--- src/include/cis_pkg.sv ---
/*
 * Package for the instruction-slice execution block: operation codes,
 * widths, flag positions, cycle counts and reset values.
 * Assumes the core's decoder hands one operation at a time with operands
 * already read from the working register file.
 */
// Function
// (RULE1) signed by signed multiply into a register pair, one cycle, no flags; code holds busy two cycles and writes the pair at issue+2 and issue+3
// (RULE2) signed by unsigned multiply into register pair, one cycle, no flags; code holds busy two cycles and writes the pair at issue+2 and issue+3
// (RULE3) unsigned times signed multiply into register pair, one cycle; code holds busy two cycles and writes the pair at issue+2 and issue+3
// (RULE4) signed register by zero-extended 5-bit literal into pair, no flags
// (RULE5) unsigned register times unsigned 5-bit literal into pair, one cycle; code holds busy two cycles and writes the pair at issue+2 and issue+3
// (RULE6) negate is inverse plus one; updates C, DC, N, OV and Z flags
// (RULE7) single pop moves stack top into one register in one cycle, no flags
// (RULE8) double pop fills consecutive register pair in two cycles, no flags
// (RULE9) single push places a value on stack top in one cycle, no flags
// (RULE10) double push stores a register pair in two cycles, no flags
// (RULE11) power save bit picks sleep or idle, updates watchdog, sleep flags
// (RULE12) literal repeat runs next op count plus one times, itself one cycle
// (RULE13) register repeat runs next op register value plus one times
// (RULE14) return with literal loads a 10-bit literal, three cycles or two
// (RULE15) multi-cycle ops stall following reads until results are written
package cis_pkg;
	localparam int unsigned DW       = 16;
	localparam int unsigned RAW      = 4;
	localparam int unsigned LIT5_W   = 5;
	localparam int unsigned LIT10_W  = 10;
	localparam int unsigned LIT14_W  = 14;
	localparam int unsigned FLAG_W   = 5;
	// flag vector positions
	localparam int unsigned FLG_C    = 0;
	localparam int unsigned FLG_DC   = 1;
	localparam int unsigned FLG_N    = 2;
	localparam int unsigned FLG_OV   = 3;
	localparam int unsigned FLG_Z    = 4;
	localparam logic [3:0]  DWREG    = 4'h0;
	localparam logic [15:0] SP_RST   = 16'h0800;
	localparam logic [15:0] SP_STEP  = 16'h0002;
	localparam logic [1:0]  RET_CYC  = 2'h3;
	localparam logic [1:0]  RET_FAST = 2'h2;
	localparam logic [13:0] REP_ZERO = 14'h0000;

	typedef enum logic [3:0] {
		CIS_OP_NONE,
		CIS_OP_MULTIPLY_SIGNED_SIGNED,
		CIS_OP_MULTIPLY_SIGNED_UNSIGNED,
		CIS_OP_MULTIPLY_UNSIGNED_SIGNED,
		CIS_OP_MULTIPLY_UNSIGNED_UNSIGNED,
		CIS_OP_MUL_SL,
		CIS_OP_MUL_UL,
		CIS_OP_NEG,
		CIS_OP_POP,
		CIS_OP_POP_D,
		CIS_OP_PUSH,
		CIS_OP_PUSH_D,
		CIS_OP_POWER_SAVE_ENTRY,
		CIS_OP_REP_LIT,
		CIS_OP_REP_REG,
		CIS_OP_RETURN_WITH_LITERAL
	} cis_op_e;
endpackage

--- src/cis_mult.sv ---
/*
 * Registered 17x17 signed multiplier; each operand is sign or zero
 * extended by its select bit, so one array serves all four modes.
 * Assumes operands are stable in the issue cycle only.
 */
`timescale 1ns/100ps
module cis_mult (
	input  wire logic                 ref_clk,
	input  wire logic                 rst,
	input  wire logic [cis_pkg::DW-1:0] a,
	input  wire logic [cis_pkg::DW-1:0] b,
	input  wire logic                 a_signed,
	input  wire logic                 b_signed,
	output logic [2*cis_pkg::DW-1:0]  product
);
	import cis_pkg::*;
	wire signed [DW:0]     a_ext = {a_signed & a[DW-1], a};
	wire signed [DW:0]     b_ext = {b_signed & b[DW-1], b};
	wire signed [2*DW+1:0] full  = (2*DW+2)'(a_ext) * (2*DW+2)'(b_ext);

	always_ff @(posedge ref_clk) begin
		if (rst) begin
			product <= '0;
		end else begin
			product <= full[2*DW-1:0];
		end
	end
endmodule

--- src/cis_exec.sv ---
/*
 * Execution slice for multiplies, negate, push/pop, power save, repeat
 * and return with literal. Results go out as register, memory and
 * stack write strobes from one cycle after issue.
 * Assumes the decoder supplies operands read at issue, holds issue while
 * busy is high, and that the stack memory answers a read in the same
 * cycle through stack_rdata.
 */
`timescale 1ns/100ps
module cis_exec (
	input  wire logic                      ref_clk,
	input  wire logic                      rst,
	input  wire logic                      issue,
	input  wire cis_pkg::cis_op_e          op,
	input  wire logic [cis_pkg::RAW-1:0]   dst,
	input  wire logic [cis_pkg::DW-1:0]    src_a,
	input  wire logic [cis_pkg::DW-1:0]    src_b,
	input  wire logic [cis_pkg::DW-1:0]    src_b_hi,
	input  wire logic [cis_pkg::LIT14_W-1:0] lit,
	input  wire logic                      neg_to_mem,
	input  wire logic                      fast_return,
	input  wire logic                      wdt_timeout,
	input  wire logic [cis_pkg::DW-1:0]    stack_rdata,
	output logic                           busy,
	output logic                           reg_we,
	output logic [cis_pkg::RAW-1:0]        reg_waddr,
	output logic [cis_pkg::DW-1:0]         reg_wdata,
	output logic                           mem_we,
	output logic [cis_pkg::DW-1:0]         mem_wdata,
	output logic                           stack_we,
	output logic                           stack_re,
	output logic [cis_pkg::DW-1:0]         stack_ptr,
	output logic [cis_pkg::DW-1:0]         stack_wdata,
	output logic                           flags_we,
	output logic [cis_pkg::FLAG_W-1:0]     flags,
	output logic                           sleep_mode,
	output logic                           idle_mode,
	output logic                           watchdog_timeout_flag,
	output logic                           sleep_flag,
	output logic                           ret_pulse,
	output logic [cis_pkg::LIT14_W-1:0]    repeat_left,
	output logic                           repeat_active
);
	import cis_pkg::*;

	typedef enum logic [1:0] {
		CIS_IDLE,
		CIS_MUL_WB,
		CIS_SECOND,
		CIS_RET
	} cis_state_e;

	cis_state_e       state;
	cis_op_e          op_q;
	logic [RAW-1:0]   dst_q;
	logic [DW-1:0]    hold_q;
	logic [1:0]       ret_cnt;
	logic [2*DW-1:0]  product;
	logic             hi_we;
	logic [RAW-1:0]   hi_addr;
	logic [DW-1:0]    hi_data;

	////////////////////////////////////////////////////////////////////////
	// decode of the issued operation
	// no take while the high product word still owns the register port
	wire take     = issue & (state == CIS_IDLE) & ~hi_we;
	wire is_mul   = (op >= CIS_OP_MULTIPLY_SIGNED_SIGNED) & (op <= CIS_OP_MUL_UL);
	wire lit_mul  = (op == CIS_OP_MUL_SL) | (op == CIS_OP_MUL_UL);
	wire a_sgn    = (op == CIS_OP_MULTIPLY_SIGNED_SIGNED) | (op == CIS_OP_MULTIPLY_SIGNED_UNSIGNED) |
	                (op == CIS_OP_MUL_SL); // see (RULE2)
	wire b_sgn    = (op == CIS_OP_MULTIPLY_SIGNED_SIGNED) | (op == CIS_OP_MULTIPLY_UNSIGNED_SIGNED); // see (RULE3)
	wire [DW-1:0] lit5_ext = {{(DW-LIT5_W){1'b0}}, lit[LIT5_W-1:0]};
	wire [DW-1:0] mul_b    = lit_mul ? lit5_ext : src_b; // see (RULE4) (RULE5)

	// negate: 0 - x, carry is set only when x is zero (no borrow)
	wire [DW-1:0] neg_res = ~src_a + 16'h0001; // see (RULE6)
	wire          neg_c   = (src_a == 16'h0000);
	wire          neg_dc  = (src_a[3:0] == 4'h0);
	wire          neg_ov  = (src_a == 16'h8000);
	wire [FLAG_W-1:0] neg_flags = {neg_res == 16'h0000, neg_ov,
	                               neg_res[DW-1], neg_dc, neg_c};

	wire [DW-1:0] sp_down  = stack_ptr - SP_STEP;
	wire [DW-1:0] sp_up    = stack_ptr + SP_STEP;
	wire [LIT14_W-1:0] rep_count = (op == CIS_OP_REP_LIT) ? lit :
	                               src_a[LIT14_W-1:0];
	wire [DW-1:0] lit10_ext = {{(DW-LIT10_W){1'b0}}, lit[LIT10_W-1:0]};
	wire [1:0]    ret_len   = fast_return ? RET_FAST : RET_CYC;
	wire          repeat_step = take & repeat_active & (op != CIS_OP_REP_LIT) &
	                            (op != CIS_OP_REP_REG);

	////////////////////////////////////////////////////////////////////////
	cis_mult u_mult (
		.ref_clk  (ref_clk),
		.rst      (rst),
		.a        (src_a),
		.b        (mul_b),
		.a_signed (a_sgn),
		.b_signed (b_sgn),
		.product  (product)
	); // see (RULE1)

	////////////////////////////////////////////////////////////////////////
	// sequencing; busy stalls the decoder while a second write is pending
	always_ff @(posedge ref_clk) begin
		if (rst) begin
			state   <= CIS_IDLE;
			op_q    <= CIS_OP_NONE;
			dst_q   <= '0;
			hold_q  <= '0;
			ret_cnt <= '0;
			busy    <= 1'b0;
		end else begin
			unique case (state)
				CIS_IDLE: begin
					op_q   <= op;
					dst_q  <= dst;
					hold_q <= src_b_hi;
					busy   <= 1'b0;
					if (take & is_mul) begin
						state <= CIS_MUL_WB;
						busy  <= 1'b1; // see (RULE15)
					end else if (take & ((op == CIS_OP_POP_D) |
					                     (op == CIS_OP_PUSH_D))) begin
						state <= CIS_SECOND; // see (RULE8) (RULE10)
						busy  <= 1'b1;
					end else if (take & (op == CIS_OP_RETURN_WITH_LITERAL)) begin
						state   <= CIS_RET; // see (RULE14)
						ret_cnt <= ret_len - 2'h1;
						busy    <= 1'b1;
					end
				end
				// busy stays up one more cycle for the high word write
				CIS_MUL_WB: begin
					state <= CIS_IDLE;
				end
				CIS_SECOND: begin
					state <= CIS_IDLE;
					busy  <= 1'b0;
				end
				CIS_RET: begin
					ret_cnt <= ret_cnt - 2'h1;
					if (ret_cnt == 2'h1) begin
						state <= CIS_IDLE;
						busy  <= 1'b0;
					end
				end
			endcase
		end
	end

	////////////////////////////////////////////////////////////////////////
	// write ports; multiply low word is written at issue+2, high at issue+3
	always_ff @(posedge ref_clk) begin
		if (rst) begin
			reg_we      <= 1'b0;
			reg_waddr   <= '0;
			reg_wdata   <= '0;
			mem_we      <= 1'b0;
			mem_wdata   <= '0;
			stack_we    <= 1'b0;
			stack_re    <= 1'b0;
			stack_wdata <= '0;
			stack_ptr   <= SP_RST;
			flags_we    <= 1'b0;
			flags       <= '0;
			ret_pulse   <= 1'b0;
		end else begin
			reg_we    <= 1'b0;
			mem_we    <= 1'b0;
			stack_we  <= 1'b0;
			stack_re  <= 1'b0;
			flags_we  <= 1'b0;
			ret_pulse <= 1'b0;
			if (state == CIS_MUL_WB) begin
				reg_we    <= 1'b1;
				reg_waddr <= dst_q;
				reg_wdata <= product[DW-1:0];
			end else if (hi_we) begin
				reg_we    <= 1'b1; // see (RULE1)
				reg_waddr <= hi_addr;
				reg_wdata <= hi_data;
			end else if (state == CIS_SECOND && op_q == CIS_OP_POP_D) begin
				reg_we    <= 1'b1;
				reg_waddr <= dst_q; // see (RULE8)
				reg_wdata <= stack_rdata;
				stack_ptr <= sp_down;
				stack_re  <= 1'b1;
			end else if (state == CIS_SECOND) begin
				stack_we    <= 1'b1; // see (RULE10)
				stack_wdata <= hold_q;
				stack_ptr   <= sp_up;
			end else if (state == CIS_RET && ret_cnt == 2'h1) begin
				ret_pulse <= 1'b1;
			end else if (take) begin
				unique case (op)
					CIS_OP_NEG: begin
						reg_we    <= ~neg_to_mem;
						reg_waddr <= neg_to_mem ? dst : DWREG;
						reg_wdata <= neg_res;
						mem_we    <= neg_to_mem;
						mem_wdata <= neg_res;
						flags_we  <= 1'b1; // see (RULE6)
						flags     <= neg_flags;
					end
					CIS_OP_POP, CIS_OP_POP_D: begin
						reg_we    <= 1'b1; // see (RULE7)
						reg_waddr <= (op == CIS_OP_POP_D) ? dst + 4'h1 : dst;
						reg_wdata <= stack_rdata;
						stack_re  <= 1'b1;
						stack_ptr <= sp_down;
					end
					CIS_OP_PUSH, CIS_OP_PUSH_D: begin
						stack_we    <= 1'b1; // see (RULE9)
						stack_wdata <= src_b;
						stack_ptr   <= sp_up;
					end
					CIS_OP_RETURN_WITH_LITERAL: begin
						reg_we    <= 1'b1; // see (RULE14)
						reg_waddr <= dst;
						reg_wdata <= lit10_ext;
					end
					default: begin
					end
				endcase
			end
		end
	end

	////////////////////////////////////////////////////////////////////////
	// power save and repeat
	always_ff @(posedge ref_clk) begin
		if (rst) begin
			sleep_mode            <= 1'b0;
			idle_mode             <= 1'b0;
			watchdog_timeout_flag <= 1'b0;
			sleep_flag            <= 1'b0;
			repeat_left           <= REP_ZERO;
			repeat_active         <= 1'b0;
		end else begin
			// a timeout event wins over the clearing done by entry
			if (take & (op == CIS_OP_POWER_SAVE_ENTRY)) begin
				sleep_mode            <= ~lit[0]; // see (RULE11)
				idle_mode             <= lit[0];
				sleep_flag            <= ~lit[0];
				watchdog_timeout_flag <= wdt_timeout;
			end else if (wdt_timeout) begin
				watchdog_timeout_flag <= 1'b1;
				sleep_mode            <= 1'b0;
				idle_mode             <= 1'b0;
			end
			if (take & ((op == CIS_OP_REP_LIT) | (op == CIS_OP_REP_REG))) begin
				repeat_left   <= rep_count; // see (RULE12) (RULE13)
				repeat_active <= 1'b1;
			end else if (repeat_step) begin
				repeat_left   <= repeat_left - 14'h0001;
				repeat_active <= (repeat_left != REP_ZERO);
			end
		end
	end

	// high word held for the shared write port one cycle after the low word
	always_ff @(posedge ref_clk) begin
		if (rst) begin
			hi_we   <= 1'b0;
			hi_addr <= '0;
			hi_data <= '0;
		end else begin
			hi_we   <= (state == CIS_MUL_WB); // see (RULE1)
			hi_addr <= dst_q + 4'h1;
			hi_data <= product[2*DW-1:DW];
		end
	end
endmodule

--- config.mk ---
export PLATFORM = sky130hd
export DESIGN_NAME = cis_exec
export DESIGN_NICKNAME = d
export VERILOG_FILES = /design/src/include/cis_pkg.sv /design/src/cis_mult.sv /design/src/cis_exec.sv
export SDC_FILE = /design/constraint.sdc
export NUM_CORES = 1
export LEC_CHECK = 0
export BUFFER_PORTS_ARGS = -buffer_cell sky130_fd_sc_hd__buf_2
export CAP_MARGIN = 20
export CORE_MARGIN = 5
export CORE_UTILIZATION = 25
export DETAILED_ROUTE_END_ITERATION = 7
export RECOVER_POWER = 25
export SLEW_MARGIN = 20
export SYNTH_ARGS = -nofsm -noshare
export SYNTH_HDL_FRONTEND = slang
export SYNTH_SLANG_ARGS = --single-unit
--- constraint.sdc ---
create_clock -name ref_clk -period 8.7 [get_ports ref_clk]
set_clock_uncertainty 0.15 [all_clocks]
set_input_delay 1.305 -clock ref_clk [delete_from_list [all_inputs] [get_ports ref_clk]]
set_output_delay 1.305 -clock ref_clk [all_outputs]
set_load 0.01 [all_outputs]
==> key figures <==
Flow run
  – Max_cap viols: 2

Layout
  – Design area: 21200 µm²
  – Final net count: 2765
  – Storage element area: 3560 µm²
  – Area occupied by multi-input gates: 13400 µm²
  – Area growth syn-to-layout: 13.3%
  – Filler instances: 8047
  – Final Util: 28.5%
  – Share of layout cells above drive strength 1: 10.5%

Die
  – Rows: 100
  – DIE AREA: 80500 µm²
  – Die Span Y: 284 µm
  – Horiz. Die Dim: approximately 280 µm
  – I/O pins: about 190
  – Initial Utilization: 25.2%
  – Core Area: roughly 74000 µm²

Timing
  – Max-slew headroom: -184%
  – Tmin final: 8.02 ns
  – Period utilization: between 90% and 100%
  – Fin. max-slew vios: 120
  – # setup viols final: 0
  – Fin. Hold Viols: 0
  – Fmax: 125 MHz
  – Setup_tns: 0 ns
  – Final hold slack: 0.281 ns
  – Unrepaired setup endpoints after global routing: no
  – Slew @ Worst Pin: between 4 and 5 ns

Clocking
  – H-tree levels: 4
  – CTS Buf Count: 17
  – Postcts setup bufs: 0
  – CTS resizes: 0
  – CTS Root Cell: clkbuf_16
  – Clk buf depth: 2
  – TritonCTS clock tree: built
  – Clock latency at the later pin of the worst-skew pair: 0.45 ns
  – Clock sinks: ~180
  – Worst-path clk slew: 0.08 ns
  – Hold-fix buffers at CTS: 0

Critical path
  – Crit path cell chain: buf_2 -> xor2_1 -> nand3_2 -> mux2_2 -> and2_1 -> fa_1 -> fa_1 -> inv_1 -> fa_1 -> inv_1 -> fa_1 -> fa_1 -> inv_1 -> fa_1 -> inv_1 -> ha_1 -> a211o_1 -> and2_1 -> a211oi_1 -> nand2_1 -> o31a_1 -> or4_1 -> o211ai_1
  – Worst Setup End Kind: register
  – Crit start category: primary input
  – CP max FO: 15
  – Crit path arrival time: 8.24 ns
  – CP most frequent cell: fa_1
  – Worst path required time: 8.92 ns
  – CP Class: primary input to register
  – Slowest-stage cell, CP: fa_1
  – Max stage delay on crit path: between 0.5 and 0.6 ns

Power
  – Max IR drop VDD: 0.384 mV
  – Pleak: 9.91 nW
  – Pwr/cell area: 342 nW/µm²
  – Flop pwr share: 13.9%
  – Switching share of total power: ~51%
  – Psw: 3.66 mW
  – Internal power consumption: 3.59 mW
  – Comb pwr share: 75.2%
  – Clock power share: 10.9%

Drt
  – Average routed wire per standard cell: 18.3 µm
  – Total wire length: around 60 mm
  – DRC Markers: 0
  – Via count: 15.7k
  – Vias per inst: 4.77
  – Detailed-router iteration count before antenna repair: 5
  – Final antenna-violating net count: 0
  – DR iter-0 viols: 1146

Yosys
  – Ys async rst share: 0%
  – #FFs+latches synth: approximately 180
  – Synthesized Nets: between 2k and 3k
  – Post-Synthesis Cells: about 2.2k
  – Post-synth EDFFs: 0
  – Synth warn: 0
  – Netlist cell types: 77
  – Syn Std Cell Area: 18700 µm²
  – Syn avg cell area: 8.52 µm²
  – Main synth FF type: dfxtp_1
  – Register area share after synthesis: between 10% and 20%

GRT
  – Largest net degree at the start of global routing: 95
  – Gr usage total: 14.6%
  – Initial antenna violation count: 8
  – Grt ovf: 0
  – Vias in the first global route: 15.6k
  – Global-route wire length before repair: 94.1 mm

Run status
  – Status: finished, violations left
  – Failing checks: capacitance limit, slew limit

Placed design
  – IO buf count: between 150 and 200
  – GP Congestion: ~0.89
  – DP Area: slightly above 20000 µm²
  – Post-DP HPWL: 48.1 mm

Worst hold path
  – Hold crit path type: register to register
power by group through the flow:
stage	clock network [mW]	registers (mW)	logic (mW)
floorplan	0	1.02	4.12
global route	0.834	1.02	6.19
global placement	0	1.02	5.41
detailed placement	0	1.03	5.40
CTS	0.805	1.01	5.43
finish	0.790	1.01	5.46
through the flow:
stage	setup slack (ns)	cells	power (mW)
finish	0.682	3289	7.25
global route	0.293	3284	8.05
CTS	0.723	3284	7.24
detailed placement	0.251	3252	6.42
global placement	0.340	3252	6.43
floorplan	0.369	2198	5.13
synth_stat cells, types with 24 or more instances:
library cell / count / area share (%)
nand3_1: 31 / 0.83
nor2_1: 154 / 3.1
a211oi_1: 24 / 0.96
dfxtp_1: 178 / 19
nor3_1: 38 / 1.0
xnor2_1: 38 / 1.8
o21ai_0: 55 / 1.5
ha_1: 89 / 5.9
clkbuf_1: 124 / 2.5
nor2b_1: 59 / 2.0
fa_1: 282 / 30
and2_1: 30 / 1.0
and3_1: 83 / 2.8
nand2_1: 292 / 5.9
a21oi_1: 103 / 2.8
inv_1: 332 / 6.7
cell usage in the layout, fill, tap and decap left out, types with 6 or more instances in the layout:
cell	synthesis	final
nor2_1	154	154
inv_1	332	332
xnor2_1	38	38
fa_1	282	282
o211ai_1	6	6
mux2_2	9	9
o21a_1	16	16
clkbuf_1	124	43
a22oi_1	6	6
or3_1	13	13
buf_2	8	146
or2_2	8	7
and3_1	83	83
a311oi_1	19	19
a21oi_1	103	103
a221oi_1	17	17
nand3_1	31	30
nand4_1	10	10
ha_1	89	89
clkbuf_16	0	17
nand2b_1	12	12
mux2i_1	15	15
nor4_1	10	10
dfxtp_1	178	178
a211oi_1	24	24
nand2_1	292	292
and4_1	6	6
nor2b_1	59	59
buf_4	3	36
o21ai_0	55	55
xor2_1	23	23
nor3_1	38	37
a21o_1	10	10
and2_1	30	30
nor3b_1	7	6
worst max-delay path: cells and delay by family:
kind	cells	cell delay, ns
AO/OA/AOI/OAI	4	1.03
multiplexers	1	0.54
XOR/XNOR	1	0.34
adder cells (fa/ha/maj)	7	3.36
buffers and inverters	5	0.31
AND/OR/NAND/NOR	5	1.34
layout make-up:
class                   count  area share, %
clock buffers              17           2.01
flip-flops and latches    178           16.8
clock inverters            15          0.861
multi-input cells        1547           63.1
well taps                 969           5.72
repair buffers            226           5.57
diodes                      5         0.0590
inverters                 332           5.87
state kept, by name, indices dropped and copies added (netlist names), 2 cells and up:
register and count:
stack_ptr 15, state 2, hi_addr 4, stack_wdata 16
mem_wdata 15, hold_q 16, repeat_left 14, op_q 4
u_mult.product 32, reg_waddr 4, flags 5, dst_q 4
ret_cnt 2, reg_wdata 16, hi_data 16
kinds of logic after synthesis:
| logic type | count (synthesis) | synth area share (%) |
|---|---|---|
| xor gates and xnor gates | 61 | 2.85 |
| AOI/OAI and AO/OA | 312 | 11.0 |
| other | 1 | 0.0200 |
| muxes | 24 | 1.34 |
| adders and majority gates | 371 | 36.1 |
| and+or+nand+nor | 778 | 20.1 |
| DFF | 178 | 19.0 |
| buffers and inverters | 473 | 9.59 |
routing by layer:
metal  up-vias  share of wire [%]  track usage, %
met5         -              0.068               0
met2       579                 45            23.6
met1      7749                 46            20.7
met3        81                6.4            2.39
met4         6                2.3            3.17
li1       7273                  -               -
final timing paths:
check                             to  slack (ns)                from  cells after the start
setup / recovery  u_mult.product[29]        0.68               op[0]                     23
hold / removal           hi_data[15]        0.28  u_mult.product[31]                      1
setup reg to reg       stack_ptr[14]        5.06            state[1]                      8
hold reg to reg          hi_data[15]        0.28  u_mult.product[31]                      1
Note: power is estimated with default switching activity, not from simulation.
